===== config.mk =====
export PLATFORM = sky130hd
export DESIGN_NAME = ttu_top
export DESIGN_NICKNAME = d
export VERILOG_FILES = /design/src/design/ttu_pkg.sv /design/src/design/ttu_top.sv
export SDC_FILE = /design/constraint.sdc
export NUM_CORES = 1
export LEC_CHECK = 0
export BUFFER_PORTS_ARGS = -buffer_cell sky130_fd_sc_hd__clkbuf_2
export CAP_MARGIN = 5
export CORE_MARGIN = 3
export CORE_UTILIZATION = 55
export CTS_BUF_LIST = sky130_fd_sc_hd__clkbuf_16
export CTS_CLUSTER_DIAMETER = 50
export CTS_CLUSTER_SIZE = 25
export DETAILED_ROUTE_END_ITERATION = 16
export PLACE_DENSITY = 0.83
export SYNTH_ARGS = -nofsm -noshare
export SYNTH_HDL_FRONTEND = slang
export SYNTH_SLANG_ARGS = --single-unit
export TNS_END_PERCENT = 100

===== constraint.sdc =====
create_clock -name pclk -period 10.2 [get_ports pclk]
set_input_delay 1.53 -clock pclk [delete_from_list [all_inputs] [get_ports pclk]]
set_output_delay 1.53 -clock pclk [all_outputs]
set_load 0.02 [all_outputs]

===== src/design/ttu_pkg.sv =====
package ttu_pkg;
  // Printed offsets are word indices; the byte address is four times the index
  localparam logic [7:0] IDX_T0_COUNT = 8'h50;
  localparam logic [7:0] IDX_T0_LIMIT_A = 8'h52;
  localparam logic [7:0] IDX_T0_LIMIT_B = 8'h54;
  localparam logic [7:0] IDX_T0_CONTROL = 8'h56;
  localparam logic [7:0] IDX_T1_COUNT = 8'h58;
  localparam logic [7:0] IDX_T1_LIMIT_A = 8'h5a;
  localparam logic [7:0] IDX_T1_LIMIT_B = 8'h5c;
  localparam logic [7:0] IDX_T1_CONTROL = 8'h5e;
  localparam logic [7:0] IDX_T2_COUNT = 8'h60;
  localparam logic [7:0] IDX_T2_LIMIT_A = 8'h62;
  localparam logic [7:0] IDX_T2_CONTROL = 8'h66;
  // Register spacing inside the block and the span of the block
  localparam logic [7:0] IDX_SPAN = 8'h18;
  localparam logic [1:0] SEL_COUNT = 2'h0;
  localparam logic [1:0] SEL_LIMIT_A = 2'h1;
  localparam logic [1:0] SEL_LIMIT_B = 2'h2;
  localparam logic [1:0] SEL_CONTROL = 2'h3;
  localparam logic [1:0] TMR_CHAIN = 2'h2;

  // Control word field positions
  localparam int BIT_RUN = 15;
  localparam int BIT_RUN_WRITE_MASK = 14;
  localparam int BIT_INT_EN = 13;
  localparam int BIT_COMPARE_SELECT = 12;
  localparam int BIT_LIMIT_HIT = 5;
  localparam int BIT_EDGE_RESTART = 4;
  localparam int BIT_CHAIN_CLK = 3;
  localparam int BIT_OUTSIDE_CLK = 2;
  localparam int BIT_DUAL_LIMIT = 1;
  localparam int BIT_FREE_RUN = 0;

  // Reset values: run bits clear, timers 0 and 1 in dual-limit mode
  localparam logic [2:0] RST_DUAL_LIMIT = 3'h3;
  localparam logic [15:0] RST_WORD = 16'h0000;

  // Service slot: one timer step every fourth clock
  localparam int SVC_PERIOD = 4;
  localparam logic [1:0] SVC_LAST = 2'(SVC_PERIOD - 1);

  typedef struct packed {
    logic hit;
    logic [1:0] tmr;
    logic [1:0] sel;
  } ttu_dec_t;

  typedef struct packed {
    logic [1:0] div;
    logic wait_done;
    logic [2:0][15:0] cnt;
    logic [2:0][15:0] lima;
    logic [2:0][15:0] limb;
    logic [2:0] run;
    logic [2:0] int_en;
    logic [2:0] compare_select_flag;
    logic [2:0] limit_hit_flag;
    logic [2:0] edge_restart_mode;
    logic [2:0] chain_clk;
    logic [2:0] outside_clock_sel;
    logic [2:0] dual_limit_mode;
    logic [2:0] free_run_mode;
    logic [2:0] started;
    logic [2:0] edge_pend;
    logic [2:0] low_pulse;
    logic [2:0] irq;
    logic [2:0] in_s1;
    logic [2:0] in_s2;
    logic [2:0] in_prev;
    logic [31:0] prdata;
  } ttu_state_t;
endpackage : ttu_pkg


===== src/design/ttu_top.sv =====
// The APB interface to the registers was chosen for this implementation.
`timescale 1ns/1ps
`default_nettype none
module ttu_top
  import ttu_pkg::*;
(
  input wire logic pclk,
  input wire logic presetn,
  input wire logic psel,
  input wire logic penable,
  input wire logic pwrite,
  input wire logic [11:0] paddr,
  input wire logic [31:0] pwdata,
  output logic [31:0] prdata,
  output logic pready,
  output logic pslverr,
  input wire logic [1:0] tmr_in,
  output logic [1:0] tmr_out,
  output logic [2:0] tmr_irq
);

  function automatic ttu_dec_t decode(input logic [11:0] addr);
    ttu_dec_t d;
    logic [7:0] off;
    off = addr[9:2] - IDX_T0_COUNT;
    d.tmr = off[4:3];
    d.sel = off[2:1];
    d.hit = (addr[11:10] == 2'h0) && (addr[1:0] == 2'h0) && (off < IDX_SPAN) && !off[0]
            && !(d.tmr == TMR_CHAIN && d.sel == SEL_LIMIT_B);
    return d;
  endfunction : decode

  function automatic logic [15:0] ctrl_word(input ttu_state_t st, input int t);
    logic [15:0] w;
    w = RST_WORD;
    w[BIT_RUN] = st.run[t];
    w[BIT_INT_EN] = st.int_en[t];
    w[BIT_COMPARE_SELECT] = st.compare_select_flag[t];
    w[BIT_LIMIT_HIT] = st.limit_hit_flag[t];
    w[BIT_EDGE_RESTART] = st.edge_restart_mode[t];
    w[BIT_CHAIN_CLK] = st.chain_clk[t];
    w[BIT_OUTSIDE_CLK] = st.outside_clock_sel[t];
    w[BIT_DUAL_LIMIT] = st.dual_limit_mode[t];
    w[BIT_FREE_RUN] = st.free_run_mode[t];
    return w;
  endfunction : ctrl_word

  ttu_state_t s_ff;
  ttu_state_t nxt_s;
  ttu_dec_t dec;
  logic tick;
  logic bus_rd_phase;
  logic bus_wr;
  logic [2:0] hitv;

  assign dec = decode(paddr);
  assign tick = (s_ff.div == SVC_LAST);
  assign pready = psel && penable && s_ff.wait_done;
  assign pslverr = pready && !dec.hit;
  assign bus_rd_phase = psel && penable && !s_ff.wait_done;
  assign bus_wr = pready && pwrite && dec.hit;
  assign prdata = s_ff.prdata;
  assign tmr_irq = s_ff.irq;

  always_comb begin
    for (int t = 0; t < 2; t++) begin
      tmr_out[t] = s_ff.dual_limit_mode[t] ? !s_ff.compare_select_flag[t] : !s_ff.low_pulse[t];
    end
  end

  always_comb begin
    logic ev;
    logic lvl;
    logic rise;
    logic chain_tc;
    logic clk_ev;
    logic [15:0] nxt_cnt;
    logic [15:0] lim;
    logic [15:0] w16;
    nxt_s = s_ff;
    ev = 1'b0;
    lvl = 1'b0;
    rise = 1'b0;
    chain_tc = 1'b0;
    clk_ev = 1'b0;
    nxt_cnt = RST_WORD;
    lim = RST_WORD;
    w16 = pwdata[15:0];
    hitv = 3'h0;
    nxt_s.div = s_ff.div + 2'h1;
    nxt_s.in_s1 = {1'b0, tmr_in};
    nxt_s.in_s2 = s_ff.in_s1;
    nxt_s.in_prev = s_ff.in_s2;
    nxt_s.irq = 3'h0;
    nxt_s.low_pulse = 3'h0;
    // Timer 2 first so its terminal count can feed the chained timers this slot
    for (int t = 2; t >= 0; t--) begin
      ev = 1'b0;
      lvl = (t == 2) ? 1'b1 : s_ff.in_s2[t];
      rise = s_ff.in_s2[t] && !s_ff.in_prev[t];
      clk_ev = s_ff.chain_clk[t] ? chain_tc : 1'b1;
      if (!s_ff.run[t]) begin
        // edges seen while halted are dropped
        nxt_s.edge_pend[t] = 1'b0;
        nxt_s.started[t] = 1'b0;
      end else begin
        // latch an edge until its slot
        if (rise) begin
          nxt_s.edge_pend[t] = 1'b1;
        end
        if (tick) begin
          if (s_ff.outside_clock_sel[t]) begin
            ev = s_ff.edge_pend[t];
            nxt_s.edge_pend[t] = rise;
          end else if (s_ff.edge_restart_mode[t]) begin
            nxt_s.edge_pend[t] = rise;
            if (s_ff.edge_pend[t]) begin
              nxt_s.cnt[t] = RST_WORD;
              nxt_s.started[t] = 1'b1;
            end else begin
              ev = s_ff.started[t] && clk_ev;
            end
          end else begin
            ev = lvl && clk_ev;
            nxt_s.edge_pend[t] = 1'b0;
          end
        end
      end
      if (ev) begin
        nxt_cnt = s_ff.cnt[t] + 16'h0001;
        lim = s_ff.compare_select_flag[t] ? s_ff.limb[t] : s_ff.lima[t];
        if (nxt_cnt == lim) begin
          // back to zero on the hit
          nxt_s.cnt[t] = RST_WORD;
          hitv[t] = 1'b1;
          nxt_s.limit_hit_flag[t] = 1'b1;
          nxt_s.irq[t] = s_ff.int_en[t];
          nxt_s.low_pulse[t] = !s_ff.dual_limit_mode[t];
          if (s_ff.dual_limit_mode[t]) begin
            nxt_s.compare_select_flag[t] = !s_ff.compare_select_flag[t];
          end
          if (!s_ff.free_run_mode[t] && (!s_ff.dual_limit_mode[t] || s_ff.compare_select_flag[t])) begin
            nxt_s.run[t] = 1'b0;
          end
          if (t == 2) begin
            chain_tc = 1'b1;
          end
        end else begin
          nxt_s.cnt[t] = nxt_cnt;
        end
      end
    end
    // Read data is captured in the wait cycle, before any write of this access
    if (bus_rd_phase) begin
      nxt_s.prdata = 32'h0000_0000;
      if (dec.hit) begin
        unique case (dec.sel)
          SEL_COUNT: nxt_s.prdata[15:0] = s_ff.cnt[dec.tmr];
          SEL_LIMIT_A: nxt_s.prdata[15:0] = s_ff.lima[dec.tmr];
          SEL_LIMIT_B: nxt_s.prdata[15:0] = s_ff.limb[dec.tmr];
          SEL_CONTROL: nxt_s.prdata[15:0] = ctrl_word(s_ff, int'(dec.tmr));
        endcase
      end
    end
    if (bus_wr) begin
      unique case (dec.sel)
        SEL_COUNT: nxt_s.cnt[dec.tmr] = w16;
        SEL_LIMIT_A: nxt_s.lima[dec.tmr] = w16;
        SEL_LIMIT_B: nxt_s.limb[dec.tmr] = w16;
        SEL_CONTROL: begin
          if (w16[BIT_RUN_WRITE_MASK]) begin
            nxt_s.run[dec.tmr] = w16[BIT_RUN];
          end
          // enable bit only gates future requests
          nxt_s.int_en[dec.tmr] = w16[BIT_INT_EN];
          // a hit in the same cycle beats the clear
          nxt_s.limit_hit_flag[dec.tmr] = w16[BIT_LIMIT_HIT] || hitv[dec.tmr];
          nxt_s.edge_restart_mode[dec.tmr] = w16[BIT_EDGE_RESTART];
          nxt_s.chain_clk[dec.tmr] = w16[BIT_CHAIN_CLK];
          nxt_s.outside_clock_sel[dec.tmr] = w16[BIT_OUTSIDE_CLK];
          nxt_s.dual_limit_mode[dec.tmr] = w16[BIT_DUAL_LIMIT];
          nxt_s.free_run_mode[dec.tmr] = w16[BIT_FREE_RUN];
        end
      endcase
    end
    nxt_s.dual_limit_mode[2] = 1'b0;
    nxt_s.outside_clock_sel[2] = 1'b0;
    nxt_s.chain_clk[2] = 1'b0;
    nxt_s.edge_restart_mode[2] = 1'b0;
    nxt_s.limb[2] = RST_WORD;
    nxt_s.compare_select_flag = nxt_s.compare_select_flag & nxt_s.dual_limit_mode;
    nxt_s.wait_done = psel && penable && !s_ff.wait_done;
  end

  always_ff @(posedge pclk or negedge presetn) begin
    if (!presetn) begin
      s_ff <= '0;
      s_ff.dual_limit_mode <= RST_DUAL_LIMIT;
    end else begin
      s_ff <= nxt_s;
    end
  end

  logic bus_ctrl0_nomask;
  assign bus_ctrl0_nomask = bus_wr && dec.tmr == 2'h0 && dec.sel == SEL_CONTROL && !pwdata[BIT_RUN_WRITE_MASK];

  property p_run_hold;
    @(posedge pclk) disable iff (!presetn)
      (!s_ff.run[0] && !bus_wr) |=> (s_ff.cnt[0] == $past(s_ff.cnt[0]));
  endproperty
  a_run_hold: assert property (p_run_hold) else $error("halted timer 0 changed count");

  property p_auto_stop;
    @(posedge pclk) disable iff (!presetn)
      (s_ff.low_pulse[0] && !$past(s_ff.free_run_mode[0]) && !$past(bus_wr)) |-> !s_ff.run[0];
  endproperty
  a_auto_stop: assert property (p_auto_stop) else $error("run bit not cleared at maximum count");

  property p_mask_keep;
    @(posedge pclk) disable iff (!presetn)
      (bus_ctrl0_nomask && !tick) |=> (s_ff.run[0] == $past(s_ff.run[0]));
  endproperty
  a_mask_keep: assert property (p_mask_keep) else $error("unmasked write changed run bit");

  property p_irq_flag;
    @(posedge pclk) disable iff (!presetn)
      tmr_irq[1] |-> (s_ff.limit_hit_flag[1] && $past(s_ff.int_en[1]));
  endproperty
  a_irq_flag: assert property (p_irq_flag) else $error("request without hit or enable");

  property p_select_zero;
    @(posedge pclk) disable iff (!presetn)
      !s_ff.dual_limit_mode[1] |-> !s_ff.compare_select_flag[1];
  endproperty
  a_select_zero: assert property (p_select_zero) else $error("compare select set in single-limit mode");

  property p_out_dual;
    @(posedge pclk) disable iff (!presetn)
      s_ff.dual_limit_mode[0] |-> (tmr_out[0] == !s_ff.compare_select_flag[0]);
  endproperty
  a_out_dual: assert property (p_out_dual) else $error("output does not track active limit");

  property p_pulse_one;
    @(posedge pclk) disable iff (!presetn)
      (!tmr_out[1] && !s_ff.dual_limit_mode[1]) |=> (tmr_out[1] || s_ff.dual_limit_mode[1]);
  endproperty
  a_pulse_one: assert property (p_pulse_one) else $error("output low longer than one clock");

  property p_hit_zero;
    @(posedge pclk) disable iff (!presetn)
      (s_ff.low_pulse[0] && !$past(bus_wr)) |-> (s_ff.cnt[0] == 16'h0000);
  endproperty
  a_hit_zero: assert property (p_hit_zero) else $error("count not zero after hit");

  property p_slot;
    @(posedge pclk) disable iff (!presetn)
      !bus_wr |=> ((s_ff.cnt[2] == $past(s_ff.cnt[2])) || ($past(s_ff.div) == SVC_LAST));
  endproperty
  a_slot: assert property (p_slot) else $error("timer 2 stepped outside its slot");

  property p_wait_state;
    @(posedge pclk) disable iff (!presetn)
      (psel && !penable) ##1 (psel && penable) |-> !pready ##1 (!(psel && penable) || pready);
  endproperty
  a_wait_state: assert property (p_wait_state) else $error("access answered without wait state");

  property p_t2_fixed;
    @(posedge pclk) disable iff (!presetn)
      !bus_wr |=> (!s_ff.dual_limit_mode[2] && !s_ff.outside_clock_sel[2] && !s_ff.chain_clk[2]
                   && !s_ff.edge_restart_mode[2] && !s_ff.compare_select_flag[2]);
  endproperty
  a_t2_fixed: assert property (p_t2_fixed) else $error("timer 2 fixed bit set");

endmodule : ttu_top
`default_nettype wire


* Word-level counts from Yosys, hierarchy flattened
Cells that the tools add are included.
** Word-level totals
- Bits in registers :: 185
- Bits in latches :: 0
- Bits in writable memories :: 0
- Bits in read-only memories :: 0
- Input port bits :: 51
- Word-level logic and storage cells :: 245
- Memories kept :: 0
** Cells by class
- Add/sub/neg operators :: 5
- $mul :: 0
- Div/mod/pow operators :: 0
- Magnitude comparators :: 4
- Equal/unequal tests :: 18
- Shift operators :: 0
- Mux-type cells :: 143
- Bitwise operators :: 1
- Reductions and logical operators :: 45
** Operators by type and width (number)
- 16-bit two-way mux :: 24
- 150-bit two-way mux :: 1
- 48-bit bitwise mux :: 3
- 48-bit two-way mux :: 3
- 16-bit binary-select mux with 2-bit select :: 3
- 1-bit two-way mux :: 84
- 16-bit case mux with 4 select lines :: 1
- 16-bit by 1-bit adder with 16-bit output, second input constant :: 3
- 16-bit equality test :: 3
- 18-bit two-way mux :: 2
- 16-bit demux with 2-bit select :: 1
- 3-bit bitwise mux :: 8
- 1-bit binary-select mux with 2-bit select :: 10
- 1-bit logical AND :: 20
- 1-bit logical NOT :: 14
- 2-bit inequality test, second input constant :: 6
- 2-bit equality test, second input constant :: 4
- 8-bit by 5-bit less-than comparator with 1-bit output, second input constant :: 1
- 4-bit AND reduction :: 2
- 8-bit by 7-bit subtractor with 8-bit output, second input constant :: 1
- 2-bit logical NOT :: 3
- 2-bit by 3-bit less-than comparator with 1-bit output, second input constant :: 2
- 6-bit two-way mux :: 1
- 3-bit by 1-bit inequality test with 1-bit output, second input constant :: 2
- 9 further kinds :: 14

* Logic depth before layout (Yosys ltp)
- Word-level depth :: 19
- Gate-level depth with buffers :: 15

* Worst setup path before layout
OpenSTA, ideal clock, no wires.
- Kind :: input to output
- Start :: in paddr[6]
- End :: out pslverr
- Arrival time :: 3926 ps
- Required time :: 8670 ps
- Path slack :: 4744 ps
- Stages :: 9
- Path buffers :: 4
- Cells stage by stage :: clkbuf_1 -> buf_1 -> clkbuf_1 -> inv_1 -> ha_1 -> nor4b_1 -> nand4_1 -> clkbuf_1 -> and2_1
** On the way
- Cells in the longest elaborated chain, start to end :: 7
- Elaborated cells on any way between the ends :: 10
- Classes of those cells :: add/sub: 1; order compare: 1; eq/ne: 1; reduce/logical: 7
** Ends and longest elaborated chain
- start, declared :: RTL line ttu_top.sv:12 : input wire logic [11:0] paddr,
- 8-bit by 7-bit subtractor with 8-bit output * :: RTL line ttu_top.sv:25 : off = addr[9:2] - IDX_T0_COUNT;
- 8-bit by 5-bit less-than comparator with 1-bit output / 2-bit equality test (equally long branches) :: RTL line ttu_top.sv:28, ttu_top.sv:29
- 1-bit logical AND, on equally long branches :: RTL line ttu_top.sv:28, ttu_top.sv:29
- 1-bit logical AND / 1-bit logical NOT (equally long branches) :: RTL line ttu_top.sv:28, ttu_top.sv:29
- 1-bit logical AND * :: RTL line ttu_top.sv:29 : && !(d.tmr == TMR_CHAIN && d.sel == SEL_LIMIT_B);
- 1-bit logical NOT * :: RTL line ttu_top.sv:59 : assign pslverr = pready && !dec.hit;
- 1-bit logical AND * :: RTL line ttu_top.sv:59
- end, declared :: RTL line ttu_top.sv:16 : output logic pslverr,
Every way passes the cells marked *; elsewhere a longest branch is shown, timed or not.

* Worst setup path in the final report
Same ends and word-level chain as after synthesis.

==> results.yml <==
sta:
  final_max_slew_viol_count: 0
  fmax_ghz: 0.174
  slew_headroom_pct: 7.40
  rsz0062_at_grt: "false"
  hold_viol_final: 0
  min_period_ns: 5.74
  setup_viol: 0
  finalClockSkew_ns: 0.0156
  holdWs_ns: 0.354
  tightest_slew_ns: 1.38
  finalCritPeriodShare_pct: 56.3
  setup_tns_ns: 0
  fin_ws_ns: 4.46
cells_and_area:
  utilization_pct: 60.7
  drive_gt1_share_pct: 16.3
  nets: 1293
  area_growth_pct: 6.36
  seq_area_um2: 4610
  antenna-diode-count: 0
  design_area_um2: 12500
  nFillCells: 1704
  multi_input_comb_area_um2: 6470
  fin_cells: 1516
floorplanning:
  num_io_pins: 90
  fp.dieW_um: 152
  die_area_um2: 23200
  coreArea_um2: 20600
  initial_core_util_pct: 57.1
  rows: 52
  die_h_um: 152
global_routing:
  grt_max_degree: 106
  grt_pass1_wl_um: 54100
  grt_antenna_before_repair: 0
  grt_overflow: 0
  grt_use_total_pct: 29.1
  grt_pass1_vias: 9640
drt:
  wl_met2_um: 15700
  drt_iter0_drc: 1391
  routedWlPerCell_um: 22.6
  highest-signal-layer: "met4"
  vias_per_cell: 6.65
  drt_first_pass_iters: 6
  wl_met1_um: 14100
  route.met3.wl_um: 2860
  drt_wl_total_um: 34200
  vias: 10078
  drcViolationCount: 0
  ant_nets: 0
clocking:
  path_clk_slew_ns: 0.07
  cts_tree: "done"
  clockRootBuffer: "clkbuf_16"
  clockBufferDepth: 2
  insertion_delay_ns: 0.45
  htreeDepth: 4
  clock-sinks: 184
  numCtsBuffers: 17
  cts-resized-gates: 0
  postCtsSetupRepairBufs: 0
  postCtsHoldBufs: 0
setup_path:
  worstSetupPathType: "in -> out"
  crit_path_end: "pslverr"
  reg2reg_from: "s_ff[210]"
  critPathLaunchType: "input pin"
  worstPathMaxFanout: 48
  rr_endpoint: "s_ff[196]"
  critPathRequiredTime_ns: 8.67
  end_kind: "output pin"
  rrSetupSlack_ns: 5.33
  critPathLaunch: "paddr[6]"
  worstRegToRegCells: 10
  crit_arrival_ns: 4.21
yosys:
  synth_edf_count: 0
  synth_area_per_cell_um2: 9.33
  ys_seq_elements: 184
  ys_seq_area_share_pct: 39.1
  synth_ff_type: "dfrtp_1"
  synthDistinctLibCells: 79
  async_flop_share_pct: 100
  synthesis.area_um2: 11800
  synth_cells: 1262
  yosysWarnings: 0
pwr:
  ir_drop_uv: 98.4
  total_power_mw: 1.59
  p_leak_nw: 5.71
  p_per_area_nw_per_um2: 127
job:
  drv_cap: 0
placed_design:
  placed_cells: 1485
  dp_hpwl_um: 23800
  place_congestion: 0.943
  io_buffers: 57
  dp_slack_ns: 4.46
  placed_area_um2: 11900
outcome:
  run_status: "complete, no violations"
worst_hold_path:
  hold_path_class: "reg -> reg"
==> how the worst min path moves through the flow <==
stage          cells past startpoint      start        end  slack, ns
2_1_floorplan                      0  nxt_s[35]  nxt_s[32]       0.33
3_3_place_gp                       0  nxt_s[35]  nxt_s[32]       0.34
3_5_place_dp                       0  nxt_s[35]  nxt_s[32]       0.34
4_1_cts                            0  nxt_s[35]  nxt_s[32]       0.36
5_1_grt                            0  nxt_s[35]  nxt_s[32]       0.37
6_report                           0  nxt_s[35]  nxt_s[32]       0.35
==> cell type report <==
type,instances,share of cell area (%)
multi-input combinational,929,51.6
inverter,33,0.989
clock buffer,17,3.40
sequential,184,36.8
timing repair buffer,69,3.07
clock inverter,14,1.45
tap,270,2.70
==> layout by cell type, fill, tap and decap left out, types with 20 or more instances in the layout <==
| cell type | n |
|---|---|
| xnor2_1 | 48 |
| nor2_1 | 74 |
| mux2i_1 | 102 |
| mux2_2 | 92 |
| a21oi_1 | 58 |
| nor3_1 | 20 |
| o21ai_0 | 77 |
| inv_1 | 34 |
| nand2_1 | 116 |
| dfrtp_1 | 182 |
| nand4_1 | 20 |
| nand3_1 | 31 |
| clkbuf_2 | 56 |
==> Yosys cell counts (9+ instances only) <==
cell type / instances / share of area (%)
dfrtp_1: 182 / 39
o31ai_1: 17 / 1.1
nand4_1: 20 / 1.1
nor2b_1: 10 / 0.53
o211ai_1: 14 / 0.89
a21oi_1: 58 / 2.5
clkbuf_1: 72 / 2.3
buf_4: 35 / 2.2
inv_1: 33 / 1.1
o21ai_0: 77 / 3.3
and3_1: 16 / 0.85
mux2_2: 92 / 8.8
nor3_1: 20 / 0.85
nor2_1: 74 / 2.4
mux2i_1: 102 / 8.7
a22o_1: 12 / 0.89
o22ai_1: 13 / 0.69
and2_1: 9 / 0.48
a211oi_1: 10 / 0.64
nor4_1: 16 / 0.85
nand3_1: 31 / 1.3
xor2_1: 16 / 1.2
a21o_1: 14 / 0.89
xnor2_1: 48 / 3.6
a31oi_1: 9 / 0.48
nand2_1: 116 / 3.7
buf_1: 14 / 0.45
==> layer usage <==
metal  vias up  track usage (%)
met5         -                0
met4         0             12.8
met3       113             6.73
met2       574             44.8
met1      4934             39.4
li1       4457                -
==> power by group <==
part	total [mW]	leakage, nW	internal, mW	switching (mW)
Clock	0.697	0.295	0.407	0.291
Combinational	0.138	3.08	0.0452	0.0931
Sequential	0.755	2.34	0.739	0.0157
==> critical path, stage by stage <==
cell	delay, ns
clkbuf_2	0.08
buf_4	0.62
inv_1	0.17
ha_1	0.32
nor4b_1	0.30
nand4_1	0.63
and2_1	0.41
clkbuf_2	0.15
==> logic make-up after synthesis <==
group	Yosys count	synth area share, %
compound gates	285	15.7
fa+ha+maj	8	0.850
other cells	1	0.0318
flops	184	39.1
xor+xnor	65	4.95
simple gates	361	15.4
mux	194	17.5
buf+inv	164	6.50
(Power assumes the default switching activity.)
